### src/design/prps_pkg.sv
// Shared constants, types and register map of the reset and power-down sequencer
package prps_pkg;

	// Clock and minimum hardware reset pulse
	localparam int CLK_PERIOD_NS = 100;
	localparam int RST_MIN_NS    = 1000;
	localparam int RST_MIN_CYC   = (RST_MIN_NS + CLK_PERIOD_NS - 1) / CLK_PERIOD_NS;

	// Register byte offsets
	localparam logic [7:0] OFF_PINCFG = 8'h00;
	localparam logic [7:0] OFF_STATUS = 8'h04;
	localparam logic [7:0] OFF_MASK   = 8'h08;
	localparam logic [7:0] OFF_STATE  = 8'h0C;
	localparam logic [7:0] OFF_REGPWR = 8'hD0;

	// Field positions
	localparam int PINCFG_IRQ_BIT  = 0;
	localparam int REGPWR_OFF_BIT  = 0;
	localparam int STATE_READY_BIT = 0;
	localparam int STATE_PWDN_BIT  = 1;
	localparam int STATE_ROLE_BIT  = 2;
	localparam int STATE_IRQ_BIT   = 3;
	localparam int STATE_STRAP_LSB = 8;

	// Values after reset
	localparam logic        PINCFG_RST = 1'b0;
	localparam logic [15:0] REGPWR_RST = 16'h0000;
	localparam logic [31:0] RDATA_NONE = 32'h0000_0000;

	typedef enum logic [1:0] {
		SEQ_HOLD,
		SEQ_SAMPLE,
		SEQ_RUN
	} prps_seq_e;

	typedef struct packed {
		logic        read;
		logic        write;
		logic [7:0]  address;
		logic [31:0] writedata;
		logic [3:0]  byteenable;
	} prps_avl_req_s;

endpackage

### src/design/prps_reset_filter.sv
// Qualifies the hardware reset pin against its minimum low time
`timescale 1ns/100ps
`default_nettype none
module prps_reset_filter #(
	parameter int MIN_CYC = prps_pkg::RST_MIN_CYC
) (
	input  wire logic clk,          // Device clock
	input  wire logic nrst,         // Synchronous reset, low active
	input  wire logic ce,           // Clock enable
	input  wire logic hwResetN,     // Hardware reset pin, low active
	output var  logic resetActive   // High while a qualified reset is held
);

	localparam int CW = $clog2(MIN_CYC + 1);

	logic [CW-1:0] lowCnt_ff;
	logic          active_ff;
	wire           reached = (lowCnt_ff >= CW'(MIN_CYC - 1));

	// Short glitches never reach the count, so they are ignored
	always_ff @(posedge clk) begin
		if (!nrst) begin
			lowCnt_ff <= '0;
			active_ff <= 1'b0;
		end else if (ce) begin
			lowCnt_ff <= hwResetN ? '0 : (reached ? lowCnt_ff : lowCnt_ff + CW'(1));
			active_ff <= !hwResetN && (reached || active_ff);
		end
	end

	assign resetActive = active_ff;

	AST_MIN_LOW: assert property (@(posedge clk) disable iff (!nrst || !ce)
		$rose(active_ff) |-> (lowCnt_ff >= CW'(MIN_CYC - 1)) && $past(!hwResetN))
		else $error("reset qualified before minimum low time");

endmodule
`default_nettype wire

### src/design/prps_sequencer.sv
// Reset, strap capture, shared interrupt/power-down pin and regulator control
//
// The Avalon-MM register port was chosen for this implementation.
`timescale 1ns/100ps
`default_nettype none
module prps_sequencer #(
	parameter int IRQ_W   = 4,  // Interrupt event sources
	parameter int STRAP_W = 5   // Strap pins
) (
	input  wire logic                    clk,              // Device clock, 10 MHz
	input  wire logic                    nrst,             // Synchronous reset, low active
	input  wire logic                    ce,               // Clock enable, freezes all state
	input  wire logic                    hwResetN,         // Hardware reset pin, low active
	input  wire logic [STRAP_W-1:0]      strapIn,          // Strap pin levels
	input  wire logic [IRQ_W-1:0]        irqEvent,         // Interrupt event pulses
	input  wire logic                    irqOrSleepPinIn,  // Shared pin level
	output logic                         irqOrSleepPinOut, // Shared pin drive value
	output logic                         irqOrSleepPinOeN, // Shared pin enable, low drives
	input  wire prps_pkg::prps_avl_req_s avlReq,           // Avalon request
	output logic [31:0]                  avlReaddata,      // Avalon read data
	output logic                         avlWaitrequest,   // Avalon wait request
	output logic [STRAP_W-1:0]           strapCfg,         // Latched strap options
	output logic                         deviceReady,      // Reset sequence complete
	output logic                         powerDown,        // Device in power-down
	output logic                         regulatorOff,     // Internal regulator off
	output logic                         irq               // Interrupt, high active
);

	prps_pkg::prps_seq_e  state_ff;
	prps_pkg::prps_seq_e  nxt_state;
	logic                 ack_ff;
	logic [31:0]          rdata_ff;
	logic                 pinIsIrq_ff;
	logic [15:0]          regPwr_ff;
	logic [IRQ_W-1:0]     status_ff;
	logic [IRQ_W-1:0]     mask_ff;
	logic [IRQ_W-1:0]     nxt_status;
	logic [STRAP_W-1:0]   strap_ff;
	logic                 powerDown_ff;
	logic                 irq_ff;
	logic                 hwRstActive;

	prps_reset_filter #(
		.MIN_CYC (prps_pkg::RST_MIN_CYC)
	) u_filter (
		.clk         (clk),
		.nrst        (nrst),
		.ce          (ce),
		.hwResetN    (hwResetN),
		.resetActive (hwRstActive)
	);

	// Sequence: hold while reset, one sampling cycle, then run
	wire clrRegs = hwRstActive || (state_ff == prps_pkg::SEQ_HOLD);
	always_comb begin
		nxt_state = state_ff;
		unique case (state_ff)
			prps_pkg::SEQ_HOLD:   nxt_state = hwRstActive ? prps_pkg::SEQ_HOLD : prps_pkg::SEQ_SAMPLE;
			prps_pkg::SEQ_SAMPLE: nxt_state = hwRstActive ? prps_pkg::SEQ_HOLD : prps_pkg::SEQ_RUN;
			prps_pkg::SEQ_RUN:    nxt_state = hwRstActive ? prps_pkg::SEQ_HOLD : prps_pkg::SEQ_RUN;
			default:              nxt_state = prps_pkg::SEQ_HOLD;
		endcase
	end

	always_ff @(posedge clk) begin
		if (!nrst) begin
			state_ff <= prps_pkg::SEQ_HOLD;
		end else if (ce) begin
			state_ff <= nxt_state;
		end
	end

	// Straps track the pins while reset holds and in the sampling cycle, and freeze once the sequence runs
	wire running  = (state_ff == prps_pkg::SEQ_RUN);
	wire sampling = !running;
	always_ff @(posedge clk) begin
		if (ce && (sampling || !nrst)) begin
			strap_ff <= strapIn;
		end
	end

	// Avalon slave: one wait state on every access
	wire req      = avlReq.read || avlReq.write;
	wire accept   = req && ack_ff && ce;
	wire wrAccept = accept && avlReq.write;
	wire hitPin   = (avlReq.address == prps_pkg::OFF_PINCFG);
	wire hitStat  = (avlReq.address == prps_pkg::OFF_STATUS);
	wire hitMask  = (avlReq.address == prps_pkg::OFF_MASK);
	wire hitState = (avlReq.address == prps_pkg::OFF_STATE);
	wire hitPwr   = (avlReq.address == prps_pkg::OFF_REGPWR);
	wire be0      = avlReq.byteenable[0];
	wire be1      = avlReq.byteenable[1];

	assign avlWaitrequest = req && !(ack_ff && ce);

	wire [STRAP_W+7:0] stateWord = {strap_ff, 4'h0, irq_ff, pinIsIrq_ff, powerDown_ff, running};
	wire [31:0] rdMux =
		hitPin   ? 32'(pinIsIrq_ff) :
		hitStat  ? 32'(status_ff) :
		hitMask  ? 32'(mask_ff) :
		hitState ? 32'(stateWord) :
		hitPwr   ? 32'(regPwr_ff) :
		prps_pkg::RDATA_NONE;

	always_ff @(posedge clk) begin
		if (!nrst) begin
			ack_ff   <= 1'b0;
			rdata_ff <= prps_pkg::RDATA_NONE;
		end else if (ce) begin
			ack_ff <= req && !ack_ff;
			if (avlReq.read && !ack_ff) begin
				rdata_ff <= rdMux;
			end
		end
	end

	assign avlReaddata = rdata_ff;

	// Software registers; hardware reset clears them all
	wire wrPin  = wrAccept && hitPin && be0;
	wire wrMask = wrAccept && hitMask && be0;
	wire wrStat = wrAccept && hitStat && be0;
	always_ff @(posedge clk) begin
		if (!nrst) begin
			pinIsIrq_ff <= prps_pkg::PINCFG_RST;
			mask_ff     <= '0;
			regPwr_ff   <= prps_pkg::REGPWR_RST;
		end else if (ce) begin
			if (clrRegs) begin
				pinIsIrq_ff <= prps_pkg::PINCFG_RST;
				mask_ff     <= '0;
				regPwr_ff   <= prps_pkg::REGPWR_RST;
			end else begin
				if (wrPin) begin
					pinIsIrq_ff <= avlReq.writedata[prps_pkg::PINCFG_IRQ_BIT];
				end
				if (wrMask) begin
					mask_ff <= avlReq.writedata[IRQ_W-1:0];
				end
				if (wrAccept && hitPwr && be0) begin
					regPwr_ff[7:0] <= avlReq.writedata[7:0];
				end
				if (wrAccept && hitPwr && be1) begin
					regPwr_ff[15:8] <= avlReq.writedata[15:8];
				end
			end
		end
	end

	// Sticky status, write one to clear; a new event beats the clear
	wire [IRQ_W-1:0] clrMask = wrStat ? avlReq.writedata[IRQ_W-1:0] : '0;
	always_comb begin
		nxt_status = (status_ff & ~clrMask) | irqEvent;
	end

	always_ff @(posedge clk) begin
		if (!nrst) begin
			status_ff    <= '0;
			irq_ff       <= 1'b0;
			powerDown_ff <= 1'b0;
		end else if (ce) begin
			status_ff    <= clrRegs ? '0 : nxt_status;
			irq_ff       <= |(status_ff & mask_ff);
			powerDown_ff <= running && !pinIsIrq_ff && !irqOrSleepPinIn;
		end
	end

	// Open drain: only ever drives low, never high
	assign irqOrSleepPinOut = 1'b0;
	assign irqOrSleepPinOeN = !(pinIsIrq_ff && irq_ff);
	assign irq              = irq_ff;
	assign powerDown        = powerDown_ff;
	assign regulatorOff     = regPwr_ff[prps_pkg::REGPWR_OFF_BIT];
	assign strapCfg         = strap_ff;
	assign deviceReady      = running;

	AST_REGS_CLEARED: assert property (@(posedge clk) disable iff (!nrst || !ce)
		hwRstActive |=> (pinIsIrq_ff == 1'b0) && (mask_ff == '0) && (status_ff == '0) && !regulatorOff)
		else $error("registers not cleared by hardware reset");

	AST_SEQ_AFTER_RESET: assert property (@(posedge clk) disable iff (!nrst || !ce)
		$fell(hwRstActive) |=> (state_ff == prps_pkg::SEQ_SAMPLE) ##1 deviceReady)
		else $error("reset sequence did not complete after release");

	AST_STRAP_LATCH: assert property (@(posedge clk) disable iff (!nrst || !ce)
		(state_ff == prps_pkg::SEQ_SAMPLE) && !hwRstActive |=> (strapCfg == $past(strapIn)))
		else $error("straps not captured at reset release");

	AST_STRAP_HOLD: assert property (@(posedge clk) disable iff (!nrst || !ce)
		running && !hwRstActive |=> $stable(strapCfg))
		else $error("strap options changed while running");

	AST_PIN_ROLE: assert property (@(posedge clk) disable iff (!nrst || !ce)
		wrPin && !clrRegs |=> (pinIsIrq_ff == $past(avlReq.writedata[prps_pkg::PINCFG_IRQ_BIT])))
		else $error("pin role not taken from register write");

	AST_DEFAULT_PWDN: assert property (@(posedge clk) disable iff (!nrst || !ce)
		(state_ff == prps_pkg::SEQ_SAMPLE) |-> !pinIsIrq_ff && irqOrSleepPinOeN)
		else $error("shared pin not in power-down role after reset");

	AST_PWDN_ENTER: assert property (@(posedge clk) disable iff (!nrst || !ce)
		running && !hwRstActive && !pinIsIrq_ff && !irqOrSleepPinIn |=> powerDown)
		else $error("power-down not entered on low pin");

	AST_IRQ_DRIVE: assert property (@(posedge clk) disable iff (!nrst || !ce)
		pinIsIrq_ff && !clrRegs && (|(status_ff & mask_ff)) |=> pinIsIrq_ff |-> !irqOrSleepPinOeN)
		else $error("interrupt pin not pulled low");

	AST_NO_DRIVE_PWDN: assert property (@(posedge clk) disable iff (!nrst || !ce)
		!pinIsIrq_ff |-> irqOrSleepPinOeN && !irqOrSleepPinOut)
		else $error("shared pin driven in power-down role");

	AST_REG_OFF: assert property (@(posedge clk) disable iff (!nrst || !ce)
		wrAccept && hitPwr && be0 && !clrRegs |=> regulatorOff == $past(avlReq.writedata[prps_pkg::REGPWR_OFF_BIT]))
		else $error("regulator control write not applied");

	AST_IRQ_RELEASE: assert property (@(posedge clk) disable iff (!nrst || !ce)
		((status_ff & mask_ff) == '0) |=> !irq && irqOrSleepPinOeN)
		else $error("interrupt held with nothing pending");

	AST_AVL_ONE_WAIT: assert property (@(posedge clk) disable iff (!nrst || !ce)
		req && !ack_ff |=> (req |-> !avlWaitrequest))
		else $error("bus answer not given after one wait state");

	AST_AVL_ACK_PULSE: assert property (@(posedge clk) disable iff (!nrst || !ce)
		ack_ff |=> !ack_ff)
		else $error("bus acknowledge held longer than one cycle");

	AST_RDATA_LOAD: assert property (@(posedge clk) disable iff (!nrst || !ce)
		avlReq.read && !ack_ff |=> (avlReaddata == $past(rdMux)))
		else $error("read data not loaded from the addressed register");

	AST_RDATA_HOLD: assert property (@(posedge clk) disable iff (!nrst || !ce)
		!(avlReq.read && !ack_ff) |=> $stable(avlReaddata))
		else $error("read data changed without a read");

	AST_UNMAPPED_ZERO: assert property (@(posedge clk) disable iff (!nrst || !ce)
		avlReq.read && !ack_ff && !(hitPin || hitStat || hitMask || hitState || hitPwr) |=>
			(avlReaddata == prps_pkg::RDATA_NONE))
		else $error("unmapped read returned data");

	AST_STATUS_SET_WINS: assert property (@(posedge clk) disable iff (!nrst || !ce)
		!clrRegs && (irqEvent != '0) |=> ((status_ff & $past(irqEvent)) == $past(irqEvent)))
		else $error("interrupt event lost against a status clear");

	AST_STATUS_W1C: assert property (@(posedge clk) disable iff (!nrst || !ce)
		wrStat && !clrRegs && (irqEvent == '0) |=> ((status_ff & $past(clrMask)) == '0))
		else $error("status bit not cleared by writing one");

	AST_STATUS_STICKY: assert property (@(posedge clk) disable iff (!nrst || !ce)
		!clrRegs && !wrStat |=> ((status_ff & $past(status_ff)) == $past(status_ff)))
		else $error("status bit dropped without a clear");

	AST_MASK_WRITE: assert property (@(posedge clk) disable iff (!nrst || !ce)
		wrMask && !clrRegs |=> (mask_ff == $past(avlReq.writedata[IRQ_W-1:0])))
		else $error("mask write not applied");

	AST_IRQ_FOLLOW: assert property (@(posedge clk) disable iff (!nrst || !ce)
		(|(status_ff & mask_ff)) |=> irq)
		else $error("interrupt not raised for an enabled event");

	AST_PWDN_ONLY_RUN: assert property (@(posedge clk) disable iff (!nrst || !ce)
		!running |=> !powerDown)
		else $error("power-down outside the running state");

	AST_PWDN_IRQ_ROLE: assert property (@(posedge clk) disable iff (!nrst || !ce)
		pinIsIrq_ff |=> !powerDown)
		else $error("power-down taken in interrupt role");

	AST_PWDN_EXIT: assert property (@(posedge clk) disable iff (!nrst || !ce)
		irqOrSleepPinIn |=> !powerDown)
		else $error("power-down held with the pin high");

	AST_HOLD_NOT_READY: assert property (@(posedge clk) disable iff (!nrst || !ce)
		hwRstActive |=> !deviceReady)
		else $error("device ready during hardware reset");

	AST_STRAP_TRACK: assert property (@(posedge clk) disable iff (!nrst || !ce)
		(state_ff == prps_pkg::SEQ_HOLD) |=> (strapCfg == $past(strapIn)))
		else $error("straps not sampled while reset holds");

	AST_REG_HIGH_BYTE: assert property (@(posedge clk) disable iff (!nrst || !ce)
		wrAccept && hitPwr && !be0 && !clrRegs |=> $stable(regulatorOff))
		else $error("regulator control changed by an upper byte write");

	AST_CLR_ON_HOLD: assert property (@(posedge clk) disable iff (!nrst || !ce)
		clrRegs |=> !regulatorOff && !pinIsIrq_ff && (mask_ff == '0) && (status_ff == '0))
		else $error("registers not cleared while the sequence holds");

	CVR_RESET_DONE: cover property (@(posedge clk) disable iff (!nrst) $fell(hwRstActive) ##2 deviceReady);
	CVR_IRQ_PIN:    cover property (@(posedge clk) disable iff (!nrst) pinIsIrq_ff && !irqOrSleepPinOeN);
	CVR_PWDN:       cover property (@(posedge clk) disable iff (!nrst) $rose(powerDown));
	CVR_REG_OFF:    cover property (@(posedge clk) disable iff (!nrst) $rose(regulatorOff));
	CVR_BUS_READ:   cover property (@(posedge clk) disable iff (!nrst) avlReq.read && !avlWaitrequest);

endmodule
`default_nettype wire

### config.mk
export PLATFORM = sky130hd
export DESIGN_NAME = prps_sequencer
export DESIGN_NICKNAME = d
export VERILOG_FILES = /design/src/design/prps_pkg.sv /design/src/design/prps_reset_filter.sv /design/src/design/prps_sequencer.sv
export SDC_FILE = /design/constraint.sdc
export NUM_CORES = 1
export LEC_CHECK = 0
export BUFFER_PORTS_ARGS = -buffer_cell sky130_fd_sc_hd__buf_4
export CORE_ASPECT_RATIO = 0.6
export CORE_MARGIN = 1
export CORE_UTILIZATION = 48
export CTS_BUF_LIST = sky130_fd_sc_hd__clkbuf_16
export CTS_CLUSTER_DIAMETER = 60
export DETAILED_ROUTE_END_ITERATION = 16
export GPL_TIMING_DRIVEN = 1
export PLACE_DENSITY = 0.84
export SLEW_MARGIN = 20
export SYNTH_ARGS = -nofsm -noshare
export SYNTH_HDL_FRONTEND = slang
export SYNTH_SLANG_ARGS = --single-unit
### constraint.sdc
create_clock -name clk -period 2.17 [get_ports clk]
set_input_delay 0.5425 -clock clk [delete_from_list [all_inputs] [get_ports clk]]
set_output_delay 0.5425 -clock clk [all_outputs]
set_load 0.03 [all_outputs]
---- After elaboration in Yosys (flattened, before gate mapping) ----
Index checks and enable logic that the tools add are counted.
word-level totals
  register bits ........................... 72
  input port bits ......................... 60
  logic and storage cells ................. 92
cells by class
  add/sub/neg operators ................... 1
  magnitude comparators ................... 1
  eq/ne operators ......................... 7
  muxes and demuxes ....................... 19
  bitwise operators ....................... 4
  reductions and logical operators ........ 47
operator list
  kind                                                             count
  16-bit two-way mux                                               6
  4-bit two-way mux                                                6
  1-bit logical AND                                                21
  8-bit by 4-bit == test with 1-bit output, second input constant  2
  8-bit two-way mux                                                2
  2-bit AND reduction                                              6
  4-bit AND                                                        2
  8-bit by 3-bit == test with 1-bit output, second input constant  1
  8-bit == test, second input constant                             1
  1-bit zero test                                                  8
  8-bit zero test                                                  1
  2-bit nonzero test                                               4
  4-bit by 1-bit adder with 4-bit output, second input constant    1
  4-bit greater-or-equal comparator, second input constant         1
  1-bit logical OR                                                 4
  4-bit NOT                                                        1
  4-bit OR                                                         1
  2-bit case mux with 2 select lines                               1
  4-bit OR reduction                                               1
  1-bit two-way mux                                                3
  2-bit by 1-bit == test with 1-bit output, second input constant  1
  2-bit == test, second input constant                             1
  2-bit zero test                                                  1
  2-bit two-way mux                                                1
  other kinds (2)                                                  2

---- Longest topological paths before layout ----
  depth in word-level cells ............... 11
  gate-level depth with buffers ........... 7
  gate-level depth less buffers ........... 6

---- Modules after synthesis ----
A second synthesis with hierarchy kept.
second synthesis, totals
  cell total of the unflattened synthesis .. 272
  area total of the unflattened synthesis .. 2602.5 µm²
modules (own cells, without submodules)
  module             times used  cells an instance  area an instance (µm²)  seq. area each (µm²)
  prps_sequencer     1           243                2327.2                  1071.0
  prps_reset_filter  1           29                 275.3                   100.1

---- Least setup slack after synthesis ----
OpenSTA, ideal clock, no wires.
  path kind ............................... input to output
  start point ............................. input ce
  end point ............................... output avlWaitrequest
  data arrival time ....................... 1.403 ns
  slack ................................... 0.225 ns
  cell stages on the path ................. 3
  path through ............................ clkbuf_1 -> clkbuf_1 -> a21oi_1
on the way
  longest elaborated chain between the ends .. 3
RTL lines
  element            line                  source
  start, declared    prps_sequencer.sv:12  input wire logic ce,
  1-bit logical AND  prps_sequencer.sv:94  assign avlWaitrequest = req && !(ack_ff && ce);
  1-bit zero test    prps_sequencer.sv:94
  1-bit logical AND  prps_sequencer.sv:94
  end, declared      prps_sequencer.sv:21  output logic avlWaitrequest,
No other way between the ends.

---- Final worst setup path ----
  start point ............................. register u_filter.lowCnt_ff[1]
  end point ............................... register u_filter.lowCnt_ff[2]
on the way
  longest elaborated chain between the ends .. 3
RTL lines
  element                                                                                             line                                              source
  start, declared                                                                                     prps_reset_filter.sv:16                           logic [CW-1:0] lowCnt_ff;
  start signal, assigned                                                                              prps_reset_filter.sv:26                           lowCnt_ff <= hwResetN ? '0 : (reached ? lowCnt_ff : lowCnt_ff + CW'(1));
  4-bit by 1-bit adder with 4-bit output / 4-bit greater-or-equal comparator (equally long branches)  prps_reset_filter.sv:26, prps_reset_filter.sv:18
  4-bit two-way mux / 2-bit inequality test (equally long branches)                                   --
  4-bit two-way mux / 2-bit AND reduction (equally long branches)                                     --
Several ways; a longest one is shown, not always the timed one. The select of a mux whose other input is x is not followed.
A chain may end at the register's enable or synchronous reset.

==> results.cfg <==
[place]
port_buffers = 68
dpl.hpwl_um = 5000
place.gp.congestion = 0.855
place_ws_ps = 19.1

[power]
total_power_mw = 2.15
p_leak_nw = 1.42
max-vdd-ir-drop_uv = 385
power_density_nw_per_um2 = 646

[floorplan]
die_y_um = 58.8
die_width_um = 96.7
initial_core_util_pct = 50.4
dieArea_um2 = 5690
core_area_um2 = 5130
rows = 20
io-pin-count = 104

[cts]
cts_buffer_depth = 2
clock-sinks = 56
insertion_delay_ps = 290
clkTransAtPathRegs_ps = 70
tritoncts = built
post_cts_buffers = 0
ctsHoldBuffers = 0
ctsResizeCount = 0
cts_root_buffer = clkbuf_16
htree_levels = 2
cts-buffers-inserted = 5

[synthesis]
synth_edf_count = 5
async_flop_share_pct = 0
synth_area_leaders = dfxtp_1 (39%), a22o_1 (6.4%), edfxtp_1 (5.8%)
yosys_warnings = 0
synthFlopType = dfxtp_1
ys_seq_area_share_pct = 45.3
syn_area_per_cell_um2 = 9.27
synthCells = 279
netlist_area_um2 = 2580
yosysTopAreaCellShare_pct = 39.5
synth.distinct_cells = 50
ys_ff_latch = 56
yosys.area.top_type = dfxtp_1

[layout]
drive_above_1_share_pct = 28.1
finalNetCount = 424
n_antenna_cell = 0
areaGrowthSynthToFinish_pct = 28.9
final_common_cell = buf_4
final_cell_mix = buf_4 (85), dfxtp_1 (51), nand2_1 (33)

[sta]
relSlewSlack_pct = 47.4
slew_violations = 0
timing.final.ws_setup_ps = 203
clock.fmax_mhz = 508
fin_crit_ps = 1970
fin_crit_sh_pct = 90.6
worstMarginPinSlew_ps = 788
setup_viol = 0
tns_ps = 0
hold_violations = 0
rsz0062_at_grt = false
fin_skew_ps = 4.67

[grt]
overflow = 0
grt_antenna_before_repair = 0
grt_pass1_vias = 2288
grt_pass1_wl_um = 10800
grt_usage_pct = 24.1
grt_max_degree = 24

[route]
via_per_inst = 5.68
routedWlPerCell_um = 15.6
vias = 2413
drtIter0Drc = 151
antenna_left = 0
first_pass_iters = 7
drc = 0
finalWirelength_um = 6640

[run_status]
outcome = complete, no violations

[setup_path]
worstPathArrival_ps = 2190
worst_setup_path_end_kind = flop
reg2reg_depth = 6
worstSetupStartpointType = flop
crit_fanout = 3
path_class = reg2reg
cp.required_ps = 2400

[worst_hold_path]
min_path_cells = 1
hold_path.class = in2reg

[run]
drv_cap = 0
[power breakdown]
group	total (mW)	switching, mW	leakage [nW]	internal [mW]
sequential	1.08	0.0166	0.461	1.06
combinational	0.301	0.186	0.891	0.115
clock	0.772	0.352	0.0687	0.420
[cell families after synthesis]
kind of cell / synth area share [%]
and+or+nand+nor: 20.2
other: 0.145
muxes: 0.871
adders and majority gates: 2.90
AOI/OAI and AO/OA: 22.7
DFF: 45.3
buffers and inverters: 7.89
[critical path, cell delays in order (launching register included)]
cell     delay, ps
dfxtp_1        350
inv_1           90
ha_1           190
or3b_1         390
a211o_1        370
or3b_1         390
a21oi_1        140
[cells in the mapped netlist (6+ instances only)]
| cell | number |
|---|---|
| a21oi_1 | 25 |
| a22o_1 | 19 |
| buf_4 | 17 |
| clkbuf_1 | 10 |
| dfxtp_1 | 51 |
| ha_1 | 6 |
| inv_1 | 8 |
| nand2_1 | 33 |
| nand3_1 | 10 |
| nor2_1 | 12 |
| o21ai_0 | 11 |
[per-stage QoR]
stage	hold WS (ps)	utilization (%)	area [µm²]	cells
detailed placement	448	62.2	3190	417
global placement	440	62.2	3190	417
CTS	421	65.0	3330	425
global route	415	65.0	3330	425
floorplan	444	-	2650	295
finish	423	65.0	3330	425
[sequential cells by signal, indices dropped and copies added, names as in the netlist]
signal,count
avlReaddata,16
regPwr_ff,16
strapCfg,5
mask_ff,4
status_ff,4
u_filter.lowCnt_ff,4
state_ff,2
ack_ff,1
irq,1
pinIsIrq_ff,1
powerDown,1
u_filter.resetActive,1
[final timing paths]
check                        start               endpoint  slack [ps]
min                     strapIn[4]            strapCfg[4]         420
max reg2reg  u_filter.lowCnt_ff[1]  u_filter.lowCnt_ff[2]         200
min reg2reg         avlReaddata[7]         avlReaddata[7]         450
max          u_filter.lowCnt_ff[1]  u_filter.lowCnt_ff[2]         200
[final cells by class]
| type | count | area (µm²) |
|---|---|---|
| Timing Repair Buffer | 85 | 638 |
| Fill cell | 423 | 1800 |
| Sequential cell | 56 | 1170 |
| Clock inverter | 3 | 15.0 |
| Clock buffer | 5 | 125 |
| Multi-Input combinational cell | 202 | 1270 |
| Inverter | 8 | 30.0 |
| Tap cell | 66 | 82.6 |
[per-layer routing]
| layer | global-route usage (%) | wire, µm | share of wire, % |
|---|---|---|---|
| met5 | 0 | 0 | 0 |
| met4 | 5.33 | 44 | 0.66 |
| met3 | 4.99 | 433 | 6.5 |
| met2 | 39.6 | 3070 | 46 |
| met1 | 33.3 | 3090 | 47 |
Note: power is estimated with default switching activity, not from simulation.
